===== src/smc_map.svh =====
// register offsets, field positions, reset values and timing counts of the sleep controller
`ifndef SMC_MAP_SVH
`define SMC_MAP_SVH
`define SMC_ADDR_PWR_CTRL      4'h0
`define SMC_ADDR_AUX_CFG       4'h1
`define SMC_ADDR_STATUS        4'h2
`define SMC_ADDR_STARTUP       4'h3
`define SMC_SE_BIT             7
`define SMC_SM_HI              6
`define SMC_SM_LO              4
`define SMC_PWR_CTRL_RST       8'h00
`define SMC_AUX_ASYNC_BIT      0
`define SMC_AUX_CMPDIS_BIT     1
`define SMC_AUX_XTAL_BIT       2
`define SMC_AUX_CFG_RST        8'h00
`define SMC_STARTUP_RST        8'h06
`define SMC_RESUME_CYCLES      4'h4
`define SMC_STANDBY_CYCLES     8'h06
`endif


===== src/smc_pkg.sv =====
// types of the sleep controller
package smc_pkg;
  typedef enum logic [2:0] {
    SMC_IDLE    = 3'h0,
    SMC_ADCNR   = 3'h1,
    SMC_PDOWN   = 3'h2,
    SMC_PSAVE   = 3'h3,
    SMC_RSV4    = 3'h4,
    SMC_RSV5    = 3'h5,
    SMC_STANDBY = 3'h6,
    SMC_RSV7    = 3'h7
  } smc_mode_t;

  typedef struct packed {
    logic coreClk;
    logic flashClk;
    logic ioClk;
    logic convClk;
    logic asyncClk;
    logic mainOsc;
  } smc_clk_t;

  typedef struct packed {
    logic extLevel;
    logic twiMatch;
    logic auxTimer;
    logic nvReady;
    logic convDone;
    logic otherIo;
    logic cmpIrq;
  } smc_wake_t;

  typedef enum logic [3:0] {
    SMC_RUN    = 4'b0001,
    SMC_SLEEP  = 4'b0010,
    SMC_START  = 4'b0100,
    SMC_RESUME = 4'b1000
  } smc_state_t;
endpackage : smc_pkg


===== src/smc_delay_counter.sv =====
// loadable down counter timing start-up and resume holds
`timescale 1ns/1ps
`default_nettype none
module smc_delay_counter #(
  parameter int W = 8
) (
  input  wire logic         ref_clk,
  input  wire logic         rst,
  input  wire logic         load,
  input  wire logic [W-1:0] loadVal,
  output var  logic         done
);
  typedef struct packed {
    logic [W-1:0] cnt;
  } smc_dly_st_t;
  smc_dly_st_t st_r;
  smc_dly_st_t st_nxt;

  always_comb
  begin
    st_nxt = st_r;
    if (load)
      st_nxt.cnt = loadVal;
    else if (st_r.cnt != '0)
      st_nxt.cnt = st_r.cnt - 1'b1;
  end

  always_ff @(posedge ref_clk)
  begin
    if (rst)
      st_r <= '0;
    else
      st_r <= st_nxt;
  end

  // done ignores load: the loader decides on done, so a term on load would close a loop
  assign done = (st_r.cnt == '0);
endmodule : smc_delay_counter
`default_nettype wire


===== src/smc_mode_decode.sv =====
// combinational decode of sleep mode into clock gates and wake filter
`timescale 1ns/1ps
`default_nettype none
module smc_mode_decode (
  input  wire logic [2:0]        modeCode,
  input  wire logic              xtalSel,
  output var  logic              modeValid,
  output var  smc_pkg::smc_clk_t clkOn,
  output var  smc_pkg::smc_wake_t wakeEn
);
  always_comb
  begin
    modeValid = 1'b1;
    clkOn     = '0;
    wakeEn    = '0;
    unique case (smc_pkg::smc_mode_t'(modeCode)) // [RULE_02]
      smc_pkg::SMC_IDLE:
      begin
        clkOn  = '{coreClk: 1'b0, flashClk: 1'b0, ioClk: 1'b1, convClk: 1'b1, asyncClk: 1'b1, mainOsc: 1'b1}; // [RULE_06]
        wakeEn = '1; // [RULE_07]
      end
      smc_pkg::SMC_ADCNR:
      begin
        clkOn  = '{coreClk: 1'b0, flashClk: 1'b0, ioClk: 1'b0, convClk: 1'b1, asyncClk: 1'b1, mainOsc: 1'b1}; // [RULE_09]
        wakeEn = '{extLevel: 1'b1, twiMatch: 1'b1, auxTimer: 1'b1, nvReady: 1'b1, convDone: 1'b1,
                   otherIo: 1'b0, cmpIrq: 1'b0}; // [RULE_10]
      end
      smc_pkg::SMC_PDOWN:
      begin
        wakeEn.extLevel = 1'b1; // [RULE_11]
        wakeEn.twiMatch = 1'b1; // [RULE_11]
      end
      smc_pkg::SMC_PSAVE:
      begin
        clkOn.asyncClk  = 1'b1; // [RULE_15]
        wakeEn.extLevel = 1'b1; // [RULE_14]
        wakeEn.twiMatch = 1'b1;
        wakeEn.auxTimer = 1'b1;
      end
      smc_pkg::SMC_STANDBY:
      begin
        modeValid       = xtalSel; // [RULE_17]
        clkOn.mainOsc   = 1'b1; // [RULE_17]
        wakeEn.extLevel = 1'b1;
        wakeEn.twiMatch = 1'b1;
      end
      default:
        modeValid = 1'b0; // [RULE_20]
    endcase
  end
endmodule : smc_mode_decode
`default_nettype wire


===== src/smc_sleep_ctrl.sv =====
// sleep mode controller: mode register, clock gating, wake filtering and resume sequencing
//
// Function
// [RULE_01] sleep only if sleep enable is one when halt executes
// [RULE_02] mode 000 idle, 001 noise, 010 down, 011 save, 110 standby, others reserved
// [RULE_03] interrupt wake holds core four cycles past start-up then resumes after halt
// [RULE_04] register file and sram contents unchanged by sleeping
// [RULE_05] reset during sleep wakes and restarts at reset vector
// [RULE_06] idle stops only core and flash clocks
// [RULE_07] idle wakes on any enabled interrupt
// [RULE_08] idle or noise mode starts a conversion when converter enabled
// [RULE_09] noise mode stops io, core and flash clocks
// [RULE_10] noise mode wakes only on its listed sources
// [RULE_11] power-down stops oscillator, wakes on reset, two-wire match, level interrupt
// [RULE_12] power-down wake waits the fuse-chosen start-up delay
// [RULE_13] level interrupt must be held long enough to wake from power-down
// [RULE_14] power-save adds async aux timer wake when its enables are set
// [RULE_15] power-save halts every clock except the async clock
// [RULE_16] software should prefer power-down when aux timer is synchronous
// [RULE_17] standby needs code 110 and crystal, keeps oscillator, wakes in 6 cycles
// [RULE_18] software should set sleep enable just before halt
// [RULE_19] comparator disable removes comparator wake in idle
// [RULE_20] sleep enable zero or reserved code makes halt a no-op
// [RULE_21] gating applied at halt retirement, released after wake delay
//
// Chosen here: the address map and the plain strobed port.
`timescale 1ns/1ps
`default_nettype none
`include "smc_map.svh"
module smc_sleep_ctrl (
  input  wire logic               ref_clk,
  input  wire logic               rst,
  // register port
  input  wire logic [3:0]         regAddr,
  input  wire logic [7:0]         regWdata,
  input  wire logic               regWr,
  input  wire logic               regRd,
  output var  logic [7:0]         regRdata,
  // core side
  input  wire logic               haltExec,
  input  wire logic               globalIrqEn,
  input  wire logic               convEnabled,
  output var  logic               coreHalt,
  output var  logic               haltNop,
  output var  logic               resumeIrq,
  output var  logic               resumeReset,
  output var  logic               convStart,
  // clock enables
  output var  smc_pkg::smc_clk_t  clkEnable,
  // wake sources, already enabled at their source
  input  wire smc_pkg::smc_wake_t wakeReq,
  input  wire logic               auxTimerIrqEn,
  input  wire logic               wakeReset
);
  //////////////////////////////////////////////////////////////////////////////
  typedef struct packed {
    logic [7:0]          pwrCtrl;
    logic [7:0]          auxCfg;
    logic [7:0]          startup;
    smc_pkg::smc_state_t state;
    logic [2:0]          mode;
    logic                byReset;
    logic [7:0]          rdata;
    logic                coreHalt;
    logic                haltNop;
    logic                resumeIrq;
    logic                resumeReset;
    logic                convStart;
    smc_pkg::smc_clk_t   clk;
    logic [1:0]          wakeSync0;
    logic [1:0]          wakeSync1;
  } smc_st_t;

  smc_st_t            st_r;
  smc_st_t            st_nxt;
  logic               modeValid;
  smc_pkg::smc_clk_t  modeClk;
  smc_pkg::smc_wake_t modeWake;
  smc_pkg::smc_wake_t wakeMask;
  logic               wakeHit;
  logic               dlyLoad;
  logic [7:0]         dlyVal;
  logic               dlyDone;
  logic [2:0]         curMode;
  logic               sleepGo;

  localparam smc_pkg::smc_clk_t CLK_ALL = '1;

  //////////////////////////////////////////////////////////////////////////////
  // idle and noise keep the converter clock and the main oscillator, so they need no start-up wait
  function automatic logic smc_conv_mode(input logic [2:0] code);
    return (code == smc_pkg::SMC_IDLE) || (code == smc_pkg::SMC_ADCNR);
  endfunction : smc_conv_mode

  // start-up hold chosen by the mode that was asleep
  function automatic logic [7:0] smc_wake_delay(input logic [2:0] code, input logic [7:0] startup);
    logic [7:0] dly;
    dly = startup; // [RULE_12]
    if (code == smc_pkg::SMC_STANDBY)
      dly = `SMC_STANDBY_CYCLES; // [RULE_17]
    else if (smc_conv_mode(code))
      dly = 8'h00;
    return dly;
  endfunction : smc_wake_delay

  //////////////////////////////////////////////////////////////////////////////
  // decode the mode captured at halt while asleep, else the live field
  assign curMode = (st_r.state == smc_pkg::SMC_RUN)
                   ? st_r.pwrCtrl[`SMC_SM_HI:`SMC_SM_LO] : st_r.mode;

  smc_mode_decode u_decode (
    .modeCode  (curMode),
    .xtalSel   (st_r.auxCfg[`SMC_AUX_XTAL_BIT]),
    .modeValid (modeValid),
    .clkOn     (modeClk),
    .wakeEn    (modeWake)
  );

  always_comb
  begin
    wakeMask = modeWake;
    if (st_r.auxCfg[`SMC_AUX_CMPDIS_BIT])
      wakeMask.cmpIrq = 1'b0; // [RULE_19]
    if (st_r.mode == smc_pkg::SMC_PSAVE)
      wakeMask.auxTimer = st_r.auxCfg[`SMC_AUX_ASYNC_BIT] && auxTimerIrqEn && globalIrqEn; // [RULE_14]
  end

  // level wake inputs come from other domains and are synchronised first;
  // a short level pulse can be missed while asleep, so the source must hold it
  assign wakeHit = |({st_r.wakeSync1, wakeReq[4:0]} & wakeMask); // [RULE_13]
  assign sleepGo = haltExec && st_r.pwrCtrl[`SMC_SE_BIT] && modeValid; // [RULE_01] [RULE_20]

  always_comb
  begin
    dlyLoad = 1'b0;
    dlyVal  = st_r.startup;
    if (st_r.state == smc_pkg::SMC_SLEEP && (wakeHit || wakeReset))
    begin
      dlyLoad = 1'b1;
      dlyVal  = smc_wake_delay(st_r.mode, st_r.startup); // [RULE_12] [RULE_17]
    end
    else if (st_r.state == smc_pkg::SMC_START && dlyDone)
    begin
      dlyLoad = 1'b1;
      dlyVal  = {4'h0, `SMC_RESUME_CYCLES}; // [RULE_03]
    end
  end

  smc_delay_counter #(.W(8)) u_delay (
    .ref_clk (ref_clk),
    .rst     (rst),
    .load    (dlyLoad),
    .loadVal (dlyVal),
    .done    (dlyDone)
  );

  //////////////////////////////////////////////////////////////////////////////
  always_comb
  begin
    st_nxt             = st_r;
    st_nxt.wakeSync0   = {wakeReq.extLevel, wakeReq.twiMatch};
    st_nxt.wakeSync1   = st_r.wakeSync0;
    st_nxt.haltNop     = 1'b0;
    st_nxt.resumeIrq   = 1'b0;
    st_nxt.resumeReset = 1'b0;
    st_nxt.convStart   = 1'b0;
    st_nxt.rdata       = 8'h00;

    if (regWr)
    begin
      unique case (regAddr)
        `SMC_ADDR_PWR_CTRL: st_nxt.pwrCtrl = {regWdata[7:4], 4'h0};
        `SMC_ADDR_AUX_CFG:  st_nxt.auxCfg  = {5'h00, regWdata[2:0]};
        `SMC_ADDR_STARTUP:  st_nxt.startup = regWdata;
        default:            st_nxt.rdata   = 8'h00;
      endcase
    end
    if (regRd)
    begin
      unique case (regAddr)
        `SMC_ADDR_PWR_CTRL: st_nxt.rdata = st_r.pwrCtrl;
        `SMC_ADDR_AUX_CFG:  st_nxt.rdata = st_r.auxCfg;
        `SMC_ADDR_STATUS:   st_nxt.rdata = {st_r.byReset, st_r.mode, st_r.state};
        `SMC_ADDR_STARTUP:  st_nxt.rdata = st_r.startup;
        default:            st_nxt.rdata = 8'h00;
      endcase
    end

    unique case (st_r.state)
      smc_pkg::SMC_RUN:
      begin
        if (sleepGo)
        begin
          st_nxt.state    = smc_pkg::SMC_SLEEP; // [RULE_21]
          st_nxt.mode     = curMode;
          st_nxt.coreHalt = 1'b1;
          st_nxt.clk      = modeClk; // [RULE_06] [RULE_09] [RULE_11] [RULE_15]
          st_nxt.convStart = convEnabled && smc_conv_mode(curMode); // [RULE_08]
        end
        else if (haltExec)
          st_nxt.haltNop = 1'b1; // [RULE_20]
      end
      smc_pkg::SMC_SLEEP:
      begin
        // only clocks are gated; storage is never cleared here
        if (wakeReset)
          st_nxt.byReset = 1'b1; // [RULE_05]
        if (wakeReset || wakeHit)
        begin
          st_nxt.state   = smc_pkg::SMC_START;
          st_nxt.clk.mainOsc = 1'b1;
        end
      end
      smc_pkg::SMC_START:
      begin
        if (dlyDone)
        begin
          st_nxt.clk   = CLK_ALL; // [RULE_04]
          st_nxt.state = smc_pkg::SMC_RESUME;
        end
      end
      smc_pkg::SMC_RESUME:
      begin
        if (dlyDone)
        begin
          st_nxt.state       = smc_pkg::SMC_RUN; // [RULE_21]
          st_nxt.coreHalt    = 1'b0;
          st_nxt.resumeReset = st_r.byReset; // [RULE_05]
          st_nxt.resumeIrq   = !st_r.byReset; // [RULE_03]
          st_nxt.byReset     = 1'b0;
        end
      end
    endcase
  end

  always_ff @(posedge ref_clk)
  begin
    if (rst)
    begin
      st_r         <= '0;
      st_r.state   <= smc_pkg::SMC_RUN;
      st_r.pwrCtrl <= `SMC_PWR_CTRL_RST;
      st_r.auxCfg  <= `SMC_AUX_CFG_RST;
      st_r.startup <= `SMC_STARTUP_RST;
      st_r.clk     <= '1;
    end
    else
      st_r <= st_nxt;
  end

  //////////////////////////////////////////////////////////////////////////////
  assign regRdata    = st_r.rdata;
  assign coreHalt    = st_r.coreHalt;
  assign haltNop     = st_r.haltNop;
  assign resumeIrq   = st_r.resumeIrq;
  assign resumeReset = st_r.resumeReset;
  assign convStart   = st_r.convStart;
  assign clkEnable   = st_r.clk;
endmodule : smc_sleep_ctrl
`default_nettype wire


===== config.mk =====
export PLATFORM = sky130hd
export DESIGN_NAME = smc_sleep_ctrl
export DESIGN_NICKNAME = d
export VERILOG_FILES = /design/src/smc_pkg.sv /design/src/smc_delay_counter.sv /design/src/smc_mode_decode.sv /design/src/smc_sleep_ctrl.sv
export VERILOG_INCLUDE_DIRS = /design/src /design/src/src
export SDC_FILE = /design/constraint.sdc
export NUM_CORES = 1
export LEC_CHECK = 0
export BUFFER_PORTS_ARGS = -buffer_cell sky130_fd_sc_hd__buf_2
export CORE_AREA = 2 2 79 73
export DETAILED_ROUTE_END_ITERATION = 8
export DIE_AREA = 0 0 81 75
export GPL_TIMING_DRIVEN = 0
export PLACE_DENSITY = 0.76
export SLEW_MARGIN = 10
export SYNTH_ARGS = -nofsm -noshare
export SYNTH_HDL_FRONTEND = slang
export SYNTH_SLANG_ARGS = --single-unit

===== constraint.sdc =====
create_clock -name ref_clk -period 3.4 [get_ports ref_clk]
set_input_delay 0.17 -clock ref_clk [delete_from_list [all_inputs] [get_ports ref_clk]]
set_output_delay 0.17 -clock ref_clk [all_outputs]
set_load 0.02 [all_outputs]

[Word-level counts from Yosys, hierarchy flattened]
Index checks and enable logic that the tools add are counted.
Word-level totals
  register bits after elaboration: 54
  input port bits: 28
  logic and storage cells: 120
Cells by class
  add/sub/neg operators: 1
  equal/unequal tests: 19
  muxes and demuxes: 34
  bitwise gates (word level): 6
  reduce and logical (&&, ||, !) cells: 39
Operators with widths (count)
  $mux W8: 6
  $pmux W8 S4: 1
  $pmux W4 S4: 1
  $reduce_or A3 Y1: 5
  $eq A4 B2 Y1 const B: 3
  $mux W4: 3
  $mux W6: 2
  $mux W1: 11
  $pmux W5 S2: 1
  $eq A3 B2 Y1 const B: 3
  $reduce_and A3 Y1: 3
  $eq A4 B1 Y1 const B: 2
  $logic_not A8 Y1: 1
  $ne A2 B2 Y1 const B: 4
  $pmux W4 S2: 1
  $reduce_and A2 Y1: 4
  $reduce_and A4 Y1: 2
  $reduce_bool A2 Y1: 4
  $reduce_bool A8 Y1: 1
  $sub A8 B1 Y8 const B: 1
  $and A7 B7 Y7: 1
  $logic_and A1 B1 Y1: 7
  $mux W7: 1
  $reduce_or A7 Y1: 1
  other kinds (19): 30

[Depth between registers and ports, before layout]
  word-level depth: 12
  depth in mapped cells: 10
  mapped depth without buffers: 8

[Modules after synthesis]
From an unflattened synthesis, not the netlist that was laid out.
Unflattened totals
  cell total of the unflattened synthesis: 332
  area total of the unflattened synthesis: 2850.2 um2
Modules (own cells, without submodules)
  smc_sleep_ctrl: instances 1, cells each 263, area each 2258.4 um2, sequential area each 920.9 um2
  smc_delay_counter: instances 1, cells each 53, area each 475.5 um2, sequential area each 160.2 um2
  smc_mode_decode: instances 1, cells each 16, area each 116.4 um2, sequential area each 0.0 um2

[Worst setup path after synthesis]
OpenSTA, ideal clock, no wires.
  path kind: flip-flop to flip-flop
  start point: register st_r[28] (netlist bit)
  end point: register u_delay.st_r[2] (netlist bit)
  data arrival time: 2274 ps
  path slack: 1002 ps
  cell stages (with the launch flop): 9
  path buffers: 2
  period minus slack after synthesis: 2398 ps
  path through: dfxtp_1 -> buf_6 -> or4b_4 -> buf_6 -> mux2_4 -> a221oi_4 -> nand2_1 -> o21ai_1 -> mux2_1
Between the ends
  word-level cells in the longest chain between the ends: 12
  elaborated cells between the ends (all ways): 27
  classes of those cells: 7 x eq/ne; 11 x mux; 1 x bitwise; 8 x reduce/logical
Ends and longest elaborated chain
  start, declared: RTL line smc_sleep_ctrl.sv:74  | smc_st_t st_r;
  start signal, assigned: RTL line smc_sleep_ctrl.sv:248  | st_r <= st_nxt;
  $eq A4 B1 Y1: RTL line smc_sleep_ctrl.sv:108  | assign curMode = (st_r.state == smc_pkg::SMC_RUN)
  $mux W3: RTL line smc_sleep_ctrl.sv:108
  $eq A3 B1 Y1 (tied with other cells): RTL line smc_mode_decode.sv:16  | unique case (smc_pkg::smc_mode_t'(modeCode))
  $reduce_or A3 Y1 (no line)
  $mux W1: RTL line smc_mode_decode.sv:16
  $mux W1: RTL line smc_sleep_ctrl.sv:124  | if (st_r.mode == smc_pkg::SMC_PSAVE)
  $and A7 B7 Y7: RTL line smc_sleep_ctrl.sv:130  | assign wakeHit = |({st_r.wakeSync1, wakeReq[4:0]} & wakeMask);
  $reduce_or A7 Y1: RTL line smc_sleep_ctrl.sv:130
  $logic_or A1 B1 Y1: RTL line smc_sleep_ctrl.sv:137  | if (st_r.state == smc_pkg::SMC_SLEEP && (wakeHit || wakeReset))
  $logic_and A1 B1 Y1: RTL line smc_sleep_ctrl.sv:137
  $mux W8 / $mux W1 (equally long branches): RTL line smc_sleep_ctrl.sv:137
  $mux W8 / $reduce_bool A2 Y1 (equally long branches)
  end signal, assigned: RTL line smc_delay_counter.sv:33  | st_r <= st_nxt;
  end, declared: RTL line smc_delay_counter.sv:16  | smc_dly_st_t st_r;
Several ways; a longest one is shown, not always the timed one.
A chain may end at the register's enable or synchronous reset.

[Final worst setup path]
  start point: register st_r[30] (netlist bit)
  end point: register u_delay.st_r[2] (netlist bit)
Same word-level chain as after synthesis.

==> impl_metrics.ini <==
[cells_and_area]
final-seq-area_sq_um = 1061
area_growth_pct = 14.80
finish.utilization_pct = 63.35
antenna_cells = 0
post_route_cells_drive_above_1_share_pct = 23.33
nFillCells = 473
layout.nets = 418
multi_input_comb_area_sq_um = 1543
cell_area_after_layout_sq_um = 3289

[place]
preCtsSetupSlack_ps = 741.1
routabilityCongestion = 0.8670
placedInstanceArea_sq_um = 3174
place_hpwl_microns = 5527
io_buffer_count = 45

[synth]
count_of_synthesis_stage_warnings_from_yosys = 0
ys.flop_type = dfxtp_1
synth.yosys.seq_area_share_pct = 37.03
yosys.cell_types.count = 63
async_reset_ff_share_pct = 0
ys_ff_latch = 53
syn_area_sq_um = 2865
synth_edf_count = 0
avgSynthCellArea_sq_um = 8.502
synthCells = 337
mappedNetlistNets = 366

[cts]
clock_tree.buffer_depth = 2
clock_sink_count = 53
cts_inserted_buffers = 5
cts_setup_buffers = 0
path_clk_slew_ps = 100
clock_tree.root_cell = clkbuf_8
cts_max_level = 2
clock_tree_from_tritoncts = done
worst_skew_pair.late_latency_ps = 310
post_cts_hold_buffer_count = 0
cts_resized = 0

[outcome]
run_status = finished clean

[drt]
wirelength_microns = 7470
num_vias = 2703
drt_iter0_markers = 216
drtPass1Iterations = 5
detail_route.drc_violations = 0
wl_per_cell_microns = 16.35
vias_per_cell = 5.915
ant_nets = 0

[global_route]
antenna_found_initial = 0
global_route_wire_length_before_repair_microns = 11830
grt_overflow = 0
pin_count_of_the_biggest_net_entering_global_routing = 18
grt_use_total_pct = 25.68
grt_pass1_vias = 2435

[power_and_ir_drop]
power_density_nw_per_um2 = 473.6
peakVddDrop_mv = 0.2781
total_leakage_power_nw = 1.255
total_power_mw = 1.558

[timing]
min_period_ps = 2888
timing.final.max_slew_violations = 0
finalClockSkew_ps = 7.801
setup_total_negative_slack_ps = 0
max_slew.worst_pin.slew_ps = 1182
hold_violations = 0
final.period_utilization_pct = 84.93
max_freq_ghz = 0.3463
timing.slew.headroom_pct = 21.06
finalWorstSetupSlack_ps = 512.4
grt_setup_unrepaired = no
finalSetupViolCount = 0

[die]
effective_utilization_at_floorplan_pct = 55.18
floorplan.die.width_microns = 81
fp.dieH_microns = 75
rows = 25
fp.dieArea_sq_um = 6075
core_region_area_sq_um = 5192
io_pins = 47

[critical_path]
path_buf_inv = 1
kind_of_critical_path = flip-flop to flip-flop
critical_path_cell_count = 7
path_cells = clkbuf_1 > nor4b_1 > o21ai_0 > a221oi_4 > nand2_1 > o21ai_1 > mux2_1
cp_slowest_stage_delay_ps = 670
crit_path_max_fanout = 10
arrival_time_at_the_worst_endpoint_ps = 3090
required_time_reported_for_the_critical_path_endpoint_ps = 3600
path_depth_of_the_worst_reg2reg_path = 7
worstSetupStartpointType = flip-flop
worst_path_dominant_cell_family = compound AO/OA/AOI/OAI gates
slowest_stage = nor4b_1
cp-end-kind = flip-flop

[run]
cap_viol_max_count = 0

[hold_path]
min_path_cells = 2
worst_hold_path_type = primary input to flip-flop
per-layer routing:
layer | part of all wire (%) | track usage, % | vias to the layer above | wire (microns)
met5 | 0 | 0 | - | 0
met4 | 2.2 | 7.345 | 0 | 162
met3 | 7.5 | 5.036 | 18 | 561
met2 | 47 | 43.07 | 133 | 3507
met1 | 43 | 34.01 | 1251 | 3239
li1 | - | - | 1301 | -
worst paths after layout:
| path | start | slack [ps] | end |
|---|---|---|---|
| max reg2reg | st_r[30]$_SDFFE_PP0P_ | 510 | u_delay.st_r[2]$_SDFFE_PP0P_ |
| min | wakeReq[6] | 70 | st_nxt[1]$_SDFF_PP0_ |
| max | st_r[30]$_SDFFE_PP0P_ | 510 | u_delay.st_r[2]$_SDFFE_PP0P_ |
| min reg2reg | st_nxt[1]$_SDFF_PP0_ | 440 | st_r[1]$_SDFF_PP0_ |
flip-flops by register name (all words and copies together) (netlist names):
signal,cells
resumeReset,1
regRdata,8
clkEnable,5
st_nxt,2
resumeIrq,1
coreHalt,1
convStart,1
haltNop,1
st_r,25
u_delay.st_r,8
final cells by class:
type | instances | share of cell area [%]
Tap cell | 67 | 2.549
Inverter | 8 | 0.9129
Clock buffer | 5 | 2.092
Sequential cell | 53 | 32.26
Timing Repair Buffer | 45 | 6.847
Clock inverter | 3 | 1.407
Multi-Input combinational cell | 237 | 46.90
Buffer | 39 | 7.037
cells by family (layout without fill, tap and decap cells):
kind of cell | after synthesis | count (layout) | share of synthesized area, %
buffers and inverters | 47 | 100 | 9.127
flip-flops | 53 | 53 | 37.03
AO/OA/AOI/OAI | 79 | 79 | 19.52
adder cells (fa/ha/maj) | 1 | 1 | 0.4366
XOR/XNOR | 6 | 6 | 1.834
AND/OR/NAND/NOR | 133 | 133 | 24.89
multiplexers | 18 | 18 | 7.161
synthesized netlist by cell type, drive strengths merged (4+ instances only):
cell type,number,share of area [%]
a21oi,19,3.3
clkbuf,17,2.2
a211oi,6,1.6
a31oi,6,1.3
o21ai,13,2.4
mux2,7,2.9
buf,22,5.9
mux2i,11,4.3
nor3,7,1.6
nor4,6,1.5
inv,8,1.0
nand2b,4,0.87
and2,5,1.2
dfxtp,53,37
nand3,16,2.8
a22oi,9,2.4
nor2,36,4.8
nor2b,12,2.6
nand2,24,3.1
power breakdown:
group / total, mW / switching (mW) / internal (mW)
Combinational: 0.418 / 0.243 / 0.175
Clock: 0.441 / 0.220 / 0.221
Sequential: 0.699 / 0.0405 / 0.658
Total: 1.56 / 0.504 / 1.05
per-stage QoR:
step / std cells / hold WS (ps)
2_1_floorplan: 337 / 287.9
3_3_place_gp: 449 / 377.4
3_5_place_dp: 449 / 399.8
4_1_cts: 457 / 77.99
5_1_grt: 457 / 69.25
6_report: 457 / 72.38
cell usage in the layout, fill, tap and decap left out, types with 8 or more instances in the layout:
master,netlist,routed
o21ai_0,11,11
buf_2,2,47
nor2b_1,12,12
mux2i_1,10,10
nor2_1,35,35
buf_4,14,14
nand3_1,16,16
dfxtp_1,53,53
clkbuf_1,17,17
nand2_1,24,24
inv_1,8,8
a21oi_1,19,19
a22oi_1,9,9
(Power assumes the default switching activity.)
